## config.mk

```make
export PLATFORM = sky130hd
export DESIGN_NAME = tcr_timer
export DESIGN_NICKNAME = d
export VERILOG_FILES = /design/src/tcr_pkg.sv /design/src/tcr_timer.sv /design/src/tcr_cmp_chan.sv
export VERILOG_INCLUDE_DIRS = /design/src
export SDC_FILE = /design/constraint.sdc
export NUM_CORES = 1
export LEC_CHECK = 0
export ABC_AREA = 1
export BUFFER_PORTS_ARGS = -buffer_cell sky130_fd_sc_hd__buf_2
export CAP_MARGIN = 20
export CORE_UTILIZATION = 40
export CTS_CLUSTER_SIZE = 10
export DETAILED_ROUTE_END_ITERATION = 8
export SLEW_MARGIN = 30
export SYNTH_ARGS = -nofsm -noshare
export SYNTH_HDL_FRONTEND = slang
export SYNTH_SLANG_ARGS = --single-unit
```

## constraint.sdc

```tcl
create_clock -name pclk -period 3.5 [get_ports pclk]
set_clock_uncertainty 0.1 [all_clocks]
set_input_delay 0.35 -clock pclk [delete_from_list [all_inputs] [get_ports pclk]]
set_output_delay 0.35 -clock pclk [all_outputs]
set_load 0.01 [all_outputs]
```

## src/tcr_cfg.svh

```systemverilog
// offsets, field positions, reset values and timing counts of the timer block
`ifndef TCR_CFG_SVH
`define TCR_CFG_SVH

// register byte offsets
`define TCR_OFF_CTRL    8'h00
`define TCR_OFF_STATUS  8'h04
`define TCR_OFF_MASK    8'h08
`define TCR_OFF_COUNT   8'h0c
`define TCR_OFF_RELOAD  8'h10
`define TCR_OFF_CMPMODE 8'h14
`define TCR_OFF_PORT    8'h18
`define TCR_OFF_CMP0    8'h20
`define TCR_OFF_CMP1    8'h24
`define TCR_OFF_CMP2    8'h28
`define TCR_OFF_CMP3    8'h2c

// control register fields
`define TCR_CTRL_SRC_LO   0
`define TCR_CTRL_SRC_HI   1
`define TCR_CTRL_DIV12    2
`define TCR_CTRL_RLD_EN   3
`define TCR_CTRL_RLD_MODE 4
`define TCR_CTRL_EXT_EN   5
`define TCR_CTRL_WIDTH    6

// status and mask fields
`define TCR_ST_OVF       0
`define TCR_ST_EXT       1
`define TCR_ST_MATCH_LO  2
`define TCR_ST_WIDTH     6

// compare mode register fields
`define TCR_CMP_EN_LO    0
`define TCR_CMP_MODE_LO  4

// reset values
`define TCR_RST_CTRL     6'h00
`define TCR_RST_STATUS   6'h00
`define TCR_RST_MASK     6'h00
`define TCR_RST_COUNT    16'h0000
`define TCR_RST_RELOAD   16'h0000
`define TCR_RST_CMPVAL   16'h0000
`define TCR_RST_CMPMODE  8'h00

// oscillator periods per machine cycle, last phase and counter top
`define TCR_OSC_PER_MC   6
`define TCR_PHASE_LAST   3'h5
`define TCR_COUNT_MAX    16'hffff

`endif

```

## src/tcr_pkg.sv

```systemverilog
// types shared by the timer block and its compare channels
`default_nettype none
package tcr_pkg;

  typedef enum logic [1:0] {
    TCR_SRC_STOP  = 2'h0,
    TCR_SRC_TIMER = 2'h1,
    TCR_SRC_GATED = 2'h2,
    TCR_SRC_EVENT = 2'h3
  } tcr_src_t;

  typedef enum logic [1:0] {
    TCR_EV_HIGH = 2'b01,
    TCR_EV_LOW  = 2'b10
  } tcr_ev_state_t;

  typedef struct packed {
    logic        enable;
    logic        mode;
    logic [15:0] value;
  } tcr_chan_cfg_t;

  typedef struct packed {
    logic        count_new;
    logic        overflow;
    logic [15:0] count;
  } tcr_count_evt_t;

endpackage
`default_nettype wire

```

## src/tcr_timer.sv

```systemverilog
// 16-bit timer with prescaler, gate, event input, reload and four compare pins
//
// Overview of operation
// - four compare channels match a 16-bit value against the timer, driving pins
// - 16-bit counter; wrap from all ones to zero sets overflow flag
// - timer mode counts oscillator divided by six or twelve, software selected
// - gated mode counts only while the gate input is high
// - gated mode samples the gate input once each machine cycle
// - event mode samples each machine cycle, counts on high-to-low change
// - reload mode 0: on wrap set overflow and load the reload value
// - reload mode 1: falling trigger edge loads the reload value
// - trigger falling edge sets external reload flag only when enabled
// - each channel compares its value with the counter; match acts, may interrupt
// - compare mode 0: match drives pin high, overflow drives it low
// - compare mode 0 ignores software port writes
// - compare mode 1: software writes a shadow, copied to pin at match
// - mode 1: equal level keeps pin, opposite level toggles at match
//
// Decided for this implementation: the register offsets and the APB register port.
`timescale 1ns/100ps
`default_nettype none
`include "tcr_cfg.svh"
module tcr_timer (
  // clock, reset and freeze
  input  wire  logic        pclk,
  input  wire  logic        presetn,
  input  wire  logic        ce,
  // apb slave
  input  wire  logic        psel,
  input  wire  logic        penable,
  input  wire  logic        pwrite,
  input  wire  logic [7:0]  paddr,
  input  wire  logic [31:0] pwdata,
  output logic [31:0]       prdata,
  output logic              pready,
  output logic              pslverr,
  // pins
  input  wire  logic        gate_count_input,
  input  wire  logic        reload_trigger_input,
  output logic [3:0]        compare_out,
  // interrupt
  output logic              irq
);
  import tcr_pkg::*;

  localparam int NCH = 4;

  // registers
  logic [`TCR_CTRL_WIDTH-1:0] timer_control_register;
  logic [`TCR_ST_WIDTH-1:0]   interrupt_request_register;
  logic [`TCR_ST_WIDTH-1:0]   interrupt_enable_register_b;
  logic [15:0]                count;
  logic [15:0]                reload_value;
  logic [7:0]                 cmp_mode;
  logic [15:0]                cmp_value [NCH];

  // bus handshake
  logic        data_ok;
  logic        done;
  logic        wr_done;
  logic        mapped;
  logic [31:0] next_prdata;

  // timing and inputs
  logic [2:0]    phase;
  logic          mc_tick;
  logic          half;
  logic          gate_meta;
  logic          gate_sync;
  logic          gate_smp;
  logic          trig_meta;
  logic          trig_sync;
  logic          trig_smp;
  logic          trig_fall;
  tcr_ev_state_t ev_state;
  tcr_ev_state_t next_ev_state;
  logic          ev_fall;
  logic          cnt_en;
  logic          wrap;
  tcr_src_t      src;
  logic          ext_reload;

  // channel traffic
  tcr_count_evt_t       evt;
  tcr_chan_cfg_t [NCH-1:0] chan_cfg;
  logic [NCH-1:0]       chan_match;
  logic                 ev_new;
  logic                 ev_ovf;
  logic                 port_wr;
  logic [`TCR_ST_WIDTH-1:0] status_set;

  assign src = tcr_src_t'(timer_control_register[`TCR_CTRL_SRC_HI:`TCR_CTRL_SRC_LO]);

  // ---------------------------------------------------------------- apb
  // read data is captured while the request waits, so pready can go high
  // one cycle after setup; a frozen block simply holds the access phase
  assign pready  = ce && data_ok;
  assign done    = psel && penable && pready;
  assign wr_done = done && pwrite && mapped;
  assign pslverr = psel && penable && !mapped;

  always_comb begin
    mapped = 1'b1;
    case (paddr)
      `TCR_OFF_CTRL:    next_prdata = {26'h0, timer_control_register};
      `TCR_OFF_STATUS:  next_prdata = {26'h0, interrupt_request_register};
      `TCR_OFF_MASK:    next_prdata = {26'h0, interrupt_enable_register_b};
      `TCR_OFF_COUNT:   next_prdata = {16'h0, count};
      `TCR_OFF_RELOAD:  next_prdata = {16'h0, reload_value};
      `TCR_OFF_CMPMODE: next_prdata = {24'h0, cmp_mode};
      `TCR_OFF_PORT:    next_prdata = {28'h0, compare_out};
      `TCR_OFF_CMP0:    next_prdata = {16'h0, cmp_value[0]};
      `TCR_OFF_CMP1:    next_prdata = {16'h0, cmp_value[1]};
      `TCR_OFF_CMP2:    next_prdata = {16'h0, cmp_value[2]};
      `TCR_OFF_CMP3:    next_prdata = {16'h0, cmp_value[3]};
      default: begin
        next_prdata = 32'h0;
        mapped      = 1'b0;
      end
    endcase
  end

  always_ff @(posedge pclk or negedge presetn) begin
    if (!presetn) begin
      data_ok <= 1'b0;
      prdata  <= 32'h0;
    end else if (ce) begin
      if (done) begin
        data_ok <= 1'b0;
      end else if (psel && !data_ok) begin
        data_ok <= 1'b1;
        prdata  <= next_prdata;
      end
    end
  end

  always_ff @(posedge pclk or negedge presetn) begin
    if (!presetn) begin
      timer_control_register      <= `TCR_RST_CTRL;
      interrupt_enable_register_b <= `TCR_RST_MASK;
      reload_value                <= `TCR_RST_RELOAD;
      cmp_mode                    <= `TCR_RST_CMPMODE;
    end else if (ce && wr_done) begin
      case (paddr)
        `TCR_OFF_CTRL:    timer_control_register      <= pwdata[`TCR_CTRL_WIDTH-1:0];
        `TCR_OFF_MASK:    interrupt_enable_register_b <= pwdata[`TCR_ST_WIDTH-1:0];
        `TCR_OFF_RELOAD:  reload_value                <= pwdata[15:0];
        `TCR_OFF_CMPMODE: cmp_mode                    <= pwdata[7:0];
        default: begin
        end
      endcase
    end
  end

  always_ff @(posedge pclk or negedge presetn) begin
    if (!presetn) begin
      for (int i = 0; i < NCH; i++) begin
        cmp_value[i] <= `TCR_RST_CMPVAL;
      end
    end else if (ce && wr_done) begin
      for (int i = 0; i < NCH; i++) begin
        if (paddr == (`TCR_OFF_CMP0 + 8'(4 * i))) begin
          cmp_value[i] <= pwdata[15:0];
        end
      end
    end
  end

  assign port_wr = wr_done && (paddr == `TCR_OFF_PORT);

  // ---------------------------------------------------------------- machine cycle
  assign mc_tick = ce && (phase == `TCR_PHASE_LAST);

  always_ff @(posedge pclk or negedge presetn) begin
    if (!presetn) begin
      phase <= 3'h0;
      half  <= 1'b0;
    end else if (ce) begin
      phase <= mc_tick ? 3'h0 : phase + 3'h1;
      if (mc_tick) begin
        half <= ~half;
      end
    end
  end

  // pins are asynchronous; only the second stage feeds any logic
  always_ff @(posedge pclk or negedge presetn) begin
    if (!presetn) begin
      gate_meta <= 1'b0;
      gate_sync <= 1'b0;
      trig_meta <= 1'b1;
      trig_sync <= 1'b1;
    end else if (ce) begin
      gate_meta <= gate_count_input;
      gate_sync <= gate_meta;
      trig_meta <= reload_trigger_input;
      trig_sync <= trig_meta;
    end
  end

  // one sample per machine cycle for gate and trigger
  always_ff @(posedge pclk or negedge presetn) begin
    if (!presetn) begin
      gate_smp <= 1'b0;
      trig_smp <= 1'b1;
    end else if (mc_tick) begin
      gate_smp <= gate_sync;
      trig_smp <= trig_sync;
    end
  end

  assign trig_fall = mc_tick && trig_smp && !trig_sync;

  // ---------------------------------------------------------------- event edge
  // a fall needs a high sample and a low sample in two machine cycles
  always_comb begin
    next_ev_state = ev_state;
    ev_fall       = 1'b0;
    case (ev_state)
      TCR_EV_HIGH: begin
        if (mc_tick && !gate_sync) begin
          next_ev_state = TCR_EV_LOW;
          ev_fall       = 1'b1;
        end
      end
      TCR_EV_LOW: begin
        if (mc_tick && gate_sync) begin
          next_ev_state = TCR_EV_HIGH;
        end
      end
      default: next_ev_state = TCR_EV_LOW;
    endcase
  end

  // faster sources are missed unless each level is held a full machine cycle
  always_ff @(posedge pclk or negedge presetn) begin
    if (!presetn) begin
      ev_state <= TCR_EV_LOW;
    end else if (ce) begin
      ev_state <= next_ev_state;
    end
  end

  // ---------------------------------------------------------------- counter
  always_comb begin
    case (src)
      TCR_SRC_TIMER: begin
        cnt_en = mc_tick && (!timer_control_register[`TCR_CTRL_DIV12] || half);
      end
      TCR_SRC_GATED: begin
        cnt_en = mc_tick && (!timer_control_register[`TCR_CTRL_DIV12] || half)
                 && gate_smp;
      end
      TCR_SRC_EVENT: cnt_en = ev_fall;
      default:       cnt_en = 1'b0;
    endcase
  end

  assign wrap       = cnt_en && (count == `TCR_COUNT_MAX);
  assign ext_reload = trig_fall && timer_control_register[`TCR_CTRL_RLD_EN]
                      && timer_control_register[`TCR_CTRL_RLD_MODE];

  always_ff @(posedge pclk or negedge presetn) begin
    if (!presetn) begin
      count <= `TCR_RST_COUNT;
    end else if (ce) begin
      if (wr_done && (paddr == `TCR_OFF_COUNT)) begin
        count <= pwdata[15:0];
      end else if (ext_reload) begin
        count <= reload_value;
      end else if (wrap) begin
        if (timer_control_register[`TCR_CTRL_RLD_EN]
            && !timer_control_register[`TCR_CTRL_RLD_MODE]) begin
          count <= reload_value;
        end else begin
          count <= 16'h0000;
        end
      end else if (cnt_en) begin
        count <= count + 16'h0001;
      end
    end
  end

  // hardware moves of the count, seen by the channels one cycle later
  always_ff @(posedge pclk or negedge presetn) begin
    if (!presetn) begin
      ev_new <= 1'b0;
      ev_ovf <= 1'b0;
    end else if (ce) begin
      ev_new <= cnt_en || ext_reload;
      // a trigger reload on the wrap edge replaces the wrap, so no overflow
      ev_ovf <= wrap && !ext_reload;
    end
  end

  // one driver for the whole struct; the channels read it as a unit
  assign evt = {ev_new, ev_ovf, count};

  // ---------------------------------------------------------------- compare
  generate
    for (genvar g = 0; g < NCH; g++) begin : g_chan
      assign chan_cfg[g].enable = cmp_mode[`TCR_CMP_EN_LO + g];
      assign chan_cfg[g].mode   = cmp_mode[`TCR_CMP_MODE_LO + g];
      assign chan_cfg[g].value  = cmp_value[g];
      tcr_cmp_chan u_chan (
        .pclk    (pclk),
        .presetn (presetn),
        .ce      (ce),
        .cfg     (chan_cfg[g]),
        .evt     (evt),
        .sw_wr   (port_wr),
        .sw_bit  (pwdata[g]),
        .match   (chan_match[g]),
        .pin     (compare_out[g])
      );
    end
  endgenerate

  // ---------------------------------------------------------------- interrupts
  always_comb begin
    status_set                 = '0;
    status_set[`TCR_ST_OVF]    = evt.overflow;
    status_set[`TCR_ST_EXT]    = trig_fall && timer_control_register[`TCR_CTRL_EXT_EN];
    status_set[`TCR_ST_MATCH_LO +: NCH] = chan_match;
  end

  // a set in the cycle of a clear wins, so no event is lost
  always_ff @(posedge pclk or negedge presetn) begin
    if (!presetn) begin
      interrupt_request_register <= `TCR_RST_STATUS;
    end else if (ce) begin
      if (wr_done && (paddr == `TCR_OFF_STATUS)) begin
        interrupt_request_register <= (interrupt_request_register
                                       & ~pwdata[`TCR_ST_WIDTH-1:0]) | status_set;
      end else begin
        interrupt_request_register <= interrupt_request_register | status_set;
      end
    end
  end

  assign irq = |(interrupt_request_register & interrupt_enable_register_b);

endmodule
`default_nettype wire

```

## src/tcr_cmp_chan.sv

```systemverilog
// one compare channel: match detector, port latch and shadow latch
`timescale 1ns/100ps
`default_nettype none
`include "tcr_cfg.svh"
module tcr_cmp_chan (
  // clock and reset
  input  wire  logic                   pclk,
  input  wire  logic                   presetn,
  input  wire  logic                   ce,
  // configuration and timer events
  input  wire  tcr_pkg::tcr_chan_cfg_t cfg,
  input  wire  tcr_pkg::tcr_count_evt_t evt,
  // software port write
  input  wire  logic                   sw_wr,
  input  wire  logic                   sw_bit,
  // results
  output logic                         match,
  output logic                         pin
);
  import tcr_pkg::*;

  logic shadow;

  // a match counts only when the timer has just moved onto the value
  assign match = cfg.enable && evt.count_new && (evt.count == cfg.value);

  always_ff @(posedge pclk or negedge presetn) begin
    if (!presetn) begin
      shadow <= 1'b0;
    end else if (ce && sw_wr) begin
      shadow <= sw_bit;
    end
  end

  always_ff @(posedge pclk or negedge presetn) begin
    if (!presetn) begin
      pin <= 1'b0;
    end else if (ce) begin
      if (!cfg.enable) begin
        if (sw_wr) begin
          pin <= sw_bit;
        end
      end else if (!cfg.mode) begin
        // software writes have no path here in this mode
        if (match) begin
          pin <= 1'b1;
        end else if (evt.overflow) begin
          pin <= 1'b0;
        end
      end else if (match) begin
        // equal shadow leaves the pin as is, opposite makes an edge
        pin <= (sw_wr) ? sw_bit : shadow;
      end
    end
  end

endmodule
`default_nettype wire

```

# After elaboration in Yosys (flattened, before gate mapping)
# Index checks and enable logic that the tools add are counted.
[totals]
in_bits = 48
register_bits = 177
elab_cells = 181
out_inout_bits = 39
[op_classes]
reduce_logical = 68
mux = 42
bitwise_logic = 7
n_addsub = 2
n_eq_ne = 31
[ops]
columns = ["operator", "n"]
rows = [
  ["$pmux W16 S11", 1],
  ["$mux W16", 5],
  ["$eq A16 B16 Y1", 4],
  ["$logic_and A1 B1 Y1", 33],
  ["$eq A8 B6 Y1 const B", 4],
  ["$mux W1", 30],
  ["$eq A8 B5 Y1 const B", 3],
  ["$reduce_and A2 Y1", 11],
  ["$add A16 B1 Y16 const B", 1],
  ["$eq A16 B16 Y1 const B", 1],
  ["$eq A8 B4 Y1 const B", 2],
  ["$reduce_and A4 Y1", 4],
  ["$and A6 B6 Y6", 2],
  ["$ne A3 B1 Y1 const B", 4],
  ["$ne A3 B2 Y1 const B", 4],
  ["$or A6 B6 Y6", 2],
  ["$reduce_or A11 Y1", 1],
  ["$reduce_bool A2 Y1", 5],
  ["$eq A8 B3 Y1 const B", 1],
  ["$logic_not A8 Y1", 1],
  ["$logic_not A1 Y1", 7],
  ["$eq A2 B2 Y1 const B", 3],
  ["$mux W6", 1],
  ["$not A6 Y6", 1],
  ["other kinds (13)", 19],
]

# Longest topological paths before layout
[logic_depth]
word_depth = 10
mapped_depth = 14
mapped_depth_nobuf = 14

# Modules after synthesis
# From an unflattened synthesis, not the netlist that was laid out.
[unflattened]
cells_unflattened = 1565
area_unflattened_um2 = 10472.5
[by_module_without_submodules]
columns = ["module", "seq_area_each_um2", "cells_per_inst", "instances", "area_per_inst_um2"]
rows = [
  ["tcr_timer", 3833.7, 1073, 1, 8150.3],
  ["tcr_cmp_chan", 50.0, 123, 4, 580.6],
]

# Worst setup path after synthesis
# Ideal clock, no wire load.
[synth_timing]
path_type = "register -> register"
start = "register phase[1]"
end = "register count[9]"
required_time_ps = 3282
setup_slack_ps = 1607
setup_ps = 118
path_stages_with_launch = 13
arrival_time_ps = 1675
synth_period_minus_slack_ps = 1893
n_path_buf = 1
path_cell_list = "dfrtp_1 > inv_1 > ha_1 > nand3_2 > inv_2 > nand3_1 > o21ai_1 > nand2_2 > buf_6 > o21ai_0 > nand3_1 > a21oi_1 > nor2_1"
[synth_via]
elab_chain_cells = 10
elab_cells_between_ends = 18
cone_classes = "eq/ne (1); mux (6); reduce/logical (11)"
[synth_lines]
columns = ["item", "line_no", "source"]
rows = [
  ["start, declared", "tcr_timer.sv:65", "logic [2:0] phase;"],
  ["start signal, assigned", "tcr_timer.sv:179", "phase <= mc_tick ? 3'h0 : phase + 3'h1;"],
  ["$eq A3 B3 Y1 (no line) (*)", "-", ""],
  ["$logic_and A1 B1 Y1 (*)", "tcr_timer.sv:172", "assign mc_tick = ce && (phase == `TCR_PHASE_LAST);"],
  ["$logic_and A1 B1 Y1", "tcr_timer.sv:221", "if (mc_tick && !gate_sync) begin"],
  ["$mux W1", "tcr_timer.sv:221", ""],
  ["$mux W1", "tcr_timer.sv:219", "case (ev_state)"],
  ["$pmux W1 S3", "tcr_timer.sv:246", "case (src)"],
  ["$logic_and A1 B1 Y1", "tcr_timer.sv:259", "assign wrap = cnt_en && (count == `TCR_COUNT_MAX);"],
  ["$mux W16", "tcr_timer.sv:271", "end else if (wrap) begin"],
  ["$mux W16", "tcr_timer.sv:269", "end else if (ext_reload) begin"],
  ["$mux W16", "tcr_timer.sv:267", "if (wr_done && (paddr == `TCR_OFF_COUNT)) begin"],
  ["end signal, assigned", "tcr_timer.sv:268", "count <= pwdata[15:0];"],
  ["end signal, assigned", "tcr_timer.sv:270", "count <= reload_value;"],
  ["end signal, assigned", "tcr_timer.sv:274", "count <= reload_value;"],
  ["end, declared", "tcr_timer.sv:52", "logic [15:0] count;"],
]
# Mark *: on every way between the ends. The rest lies on a longest branch, timed or not.
# A chain may end at the register's enable or synchronous reset.

# Worst setup path in the final report
[layout_timing]
start = "register phase[1]"
end = "register count[0]"
# Same word-level chain as after synthesis.

==> metrics.txt <==
overall via count from detail_route 8912; critical-path cell with the highest stage delay sky130_fd_sc_hd__nand2_1; DRC errors left 0; worst relative slew slack 0.448; number of vias per cell after detailed routing 5.34; max-slew violation count 0; fill count 2399; Critical Path Sink Type flop; yosys synthesis warning count 0; number of max-capacitance violations reported 0; clock power share 0.444; min Tclk post-route 2710 ps; number of nets in the layout 1394; post-synthesis area per instance 7.23 um^2; largest stage delay on the critical path 430 ps; number of enable flip-flop cells after synthesis 0; first element of the critical path phase[1]; number of H-tree levels 4; sum of negative setup slack 0 ps; critical path's most frequent cell sky130_fd_sc_hd__nor2_1; count of buffers from port buffering 54; switching power of the nets 0.00111 W; die boundary height 156 um; startpoint kind of the worst setup timing path flop; #FFs+latches synth 161; sum of net half-perimeters after detailed placement 22.1 mm; maximum frequency from static timing analysis 0.369 GHz; maximum fanout count along the critical path 20; unrepaired setup endpoints after global routing false; post-detailed-placement cell area 9940 um^2; R2R cell count 13; most instantiated flip-flop cell in the synthesis netlist sky130_fd_sc_hd__dfrtp_1; share of final-layout standard cells stronger than drive strength 1 0.110; Crit path arrival time 2940 ps; Std-Cell Core Area 22900 um^2; initial core utilization 0.413; Worst Tran Pin Value 827 ps; sequential area share after synthesis 0.427; cell-internal power 0.00305 W; Setup Buffers After CTS 0; reg-to-reg endpoint count[0]; synthesized instance count 1308; Detailed Routing Iterations Pass 1 7; Final period util 0.774; clock network latency to the later pin of the worst-skew pair 440 ps; cts bufs inserted 17; most common cell in the netlist sky130_fd_sc_hd__nand2_1; Resized cells post-CTS 0; global-route wire length before repair 49.2 mm; antenna-violating nets left 0; Pleak 5.07 nW; maximum root-to-sink buffer count 2; type of the worst setup path reg2reg; area used by multi-input combinational logic 4460 um^2; relative contribution of sequential cells to total power 0.477; share of the synthesized area in the top cell type 0.416; TritonCTS clock tree yes; power density over the cells 395 nW/um^2; Critical Path End count[0]; crit path cell chain inv_1 > ha_1 > nand3_2 > inv_2 > nand3_1 > o21ai_1 > buf_4 > nor2_1 > nand2_1 > buf_12 > o21ai_0 > nor2_1 > nor2_1; clock edge transition at the registers on the reported setup and hold paths 70 ps; die area 24300 um^2; average routed wire per standard cell 18.8 um; launch point of the worst reg-to-reg path phase[1]; final critical-path setup slack 791 ps; dominant cells by area after synthesis sky130_fd_sc_hd__dfrtp_1 42%, sky130_fd_sc_hd__nand2_1 14%, sky130_fd_sc_hd__o21ai_0 7.8%, sky130_fd_sc_hd__inv_1 6.0%, sky130_fd_sc_hd__nor2_1 4.2%; die width 156 um; Area Overhead vs Synth 11.3%; portion of total power attributed to combinational logic 0.079; Unique masters post-synth 39; Final GP Congestion 0.929; Total GRT Usage 0.272; grt total ovfl 0; required time of the worst setup path 3730 ps; sw frac 0.266; vias in the first global route 8419; number of top-level design ports 87; Place WS 721 ps; Synth Cell Area 9450 um^2; post-route cell area 10500 um^2; area of all sequential standard cells 4030 um^2; Final Hold Fails 0; DRC violation total after the first TritonRoute iteration 868; Clock Root Buffer sky130_fd_sc_hd__clkbuf_16; number of antenna violations at the first check in global routing 0; largest net degree at the start of global routing 84; slack of the worst reg-to-reg path 790 ps; cell taking the most area after synthesis sky130_fd_sc_hd__dfrtp_1; status complete, no violations; async set-reset flop share out of synthesis 1.00; type of the most critical hold path in2reg; wire length reported by the detailed router 31.4 mm; setup violation total in the final timing report 0; Synth top cells by count 357 x sky130_fd_sc_hd__nand2_1, 157 x sky130_fd_sc_hd__dfrtp_1, 151 x sky130_fd_sc_hd__inv_1; Site Rows 55; Clock Sink Count 161; worst voltage drop across the vdd grid 0.000285 V
## stage by stage
step	std cells	power, W	utilization	hold slack, ps
after floorplan	1323	0.00220	-	-45.6
after global placement	1636	0.00234	0.434	352
after detailed placement	1636	0.00234	0.434	352
after CTS	1669	0.00418	0.459	17.9
after global routing	1669	0.00431	0.459	35.6
final	1670	0.00415	0.459	33.2
## layout make-up
| type | count | share of cell area |
|---|---|---|
| clock inverter | 13 | 0.0122 |
| clock buffer | 19 | 0.0421 |
| sequential | 161 | 0.383 |
| inverter | 158 | 0.0564 |
| timing repair buffer | 76 | 0.0446 |
| antenna | 1 | 0.000238 |
| tap | 313 | 0.0372 |
| multi-input combinational | 929 | 0.424 |
## registers in the layout, summed over array words and instances, names as in the netlist, 2 cells and up
register and cells:
cmp_mode 8, chan_cfg 64, ev_state 2, timer_control_register 6
interrupt_request_register 6, g_chan.u_chan.shadow 4, phase 3, prdata 16
count 16, g_chan.u_chan.pin 4, interrupt_enable_register_b 6, reload_value 16
## layer usage
| metal | GRT usage | share of wire |
|---|---|---|
| met2 | 0.429 | 0.45 |
| met4 | 0.114 | 0.031 |
| met3 | 0.0569 | 0.083 |
| met5 | 0 | 0 |
| met1 | 0.364 | 0.43 |
## critical path, delay by kind of cell, from the launching register on
family | cells | cell delay (ps)
compound gates | 2 | 240
fa+ha+maj | 1 | 180
buf+inv | 4 | 700
flops | 1 | 400
simple gates | 6 | 960
## power by group through the flow
| stage | Clock (W) | Combinational (W) | Sequential [W] |
|---|---|---|---|
| after floorplan | 0 | 0.000194 | 0.00201 |
| after global placement | 0 | 0.000324 | 0.00201 |
| after detailed placement | 0 | 0.000332 | 0.00201 |
| after CTS | 0.00187 | 0.000332 | 0.00198 |
| after global routing | 0.00194 | 0.000375 | 0.00199 |
| final | 0.00184 | 0.000328 | 0.00198 |
## layout by cell type, fill, tap and decap left out, types with 2 or more instances in the layout
cell type / instances
sky130_fd_sc_hd__nand4_1: 26
sky130_fd_sc_hd__nand2_2: 7
sky130_fd_sc_hd__dfstp_2: 4
sky130_fd_sc_hd__nor2_1: 107
sky130_fd_sc_hd__xnor2_1: 16
sky130_fd_sc_hd__conb_1: 16
sky130_fd_sc_hd__inv_6: 3
sky130_fd_sc_hd__a211oi_1: 3
sky130_fd_sc_hd__nand3_2: 3
sky130_fd_sc_hd__nor3_1: 13
sky130_fd_sc_hd__buf_4: 19
sky130_fd_sc_hd__nor2_4: 6
sky130_fd_sc_hd__buf_12: 2
sky130_fd_sc_hd__nand2_1: 357
sky130_fd_sc_hd__o21ai_1: 39
sky130_fd_sc_hd__ha_1: 3
sky130_fd_sc_hd__inv_1: 151
sky130_fd_sc_hd__clkinvlp_4: 2
sky130_fd_sc_hd__o22ai_1: 33
sky130_fd_sc_hd__nor2_2: 8
sky130_fd_sc_hd__nor3_2: 2
sky130_fd_sc_hd__inv_2: 6
sky130_fd_sc_hd__nand2_4: 2
sky130_fd_sc_hd__buf_2: 53
sky130_fd_sc_hd__clkinv_4: 6
sky130_fd_sc_hd__a221oi_1: 2
sky130_fd_sc_hd__o21a_1: 7
sky130_fd_sc_hd__dfrtp_1: 157
sky130_fd_sc_hd__o21ai_2: 2
sky130_fd_sc_hd__and2_1: 3
sky130_fd_sc_hd__o21ai_0: 148
sky130_fd_sc_hd__nand2_8: 2
sky130_fd_sc_hd__a21oi_1: 26
sky130_fd_sc_hd__nor3b_1: 2
sky130_fd_sc_hd__nand3_1: 77
sky130_fd_sc_hd__xor2_1: 16
sky130_fd_sc_hd__clkbuf_16: 17
## worst min path at each step
| stage | from | end | slack (ps) | depth (start not counted) |
|---|---|---|---|---|
| 6_report | gate_count_input | gate_meta | 30 | 3 |
| 5_1_grt | gate_count_input | gate_meta | 40 | 3 |
| 4_1_cts | gate_count_input | gate_meta | 20 | 3 |
| 3_5_place_dp | trig_meta | trig_meta | 350 | 2 |
| 3_3_place_gp | trig_meta | trig_sync | 350 | 2 |
| 2_1_floorplan | presetn | chan_cfg[0] | -50 | 0 |
## cells by family (layout without fill, tap and decap cells)
| family | count (synthesis) | count (layout) | synth area share |
|---|---|---|---|
| xor gates and xnor gates | 32 | 32 | 0.0296 |
| other | 1 | 17 | 0.000397 |
| buffers and inverters | 233 | 266 | 0.108 |
| and+or+nand+nor | 616 | 616 | 0.284 |
| adders and majority gates | 3 | 3 | 0.00397 |
| AOI/OAI and AO/OA | 262 | 262 | 0.148 |
| DFF | 161 | 161 | 0.427 |
## repair_timing
action	in CTS	in global routing
setup endpoints to repair	0	0
hold endpoints to repair	76	0
hold buffers	1	0
Note: power is estimated with default switching activity, not from simulation.
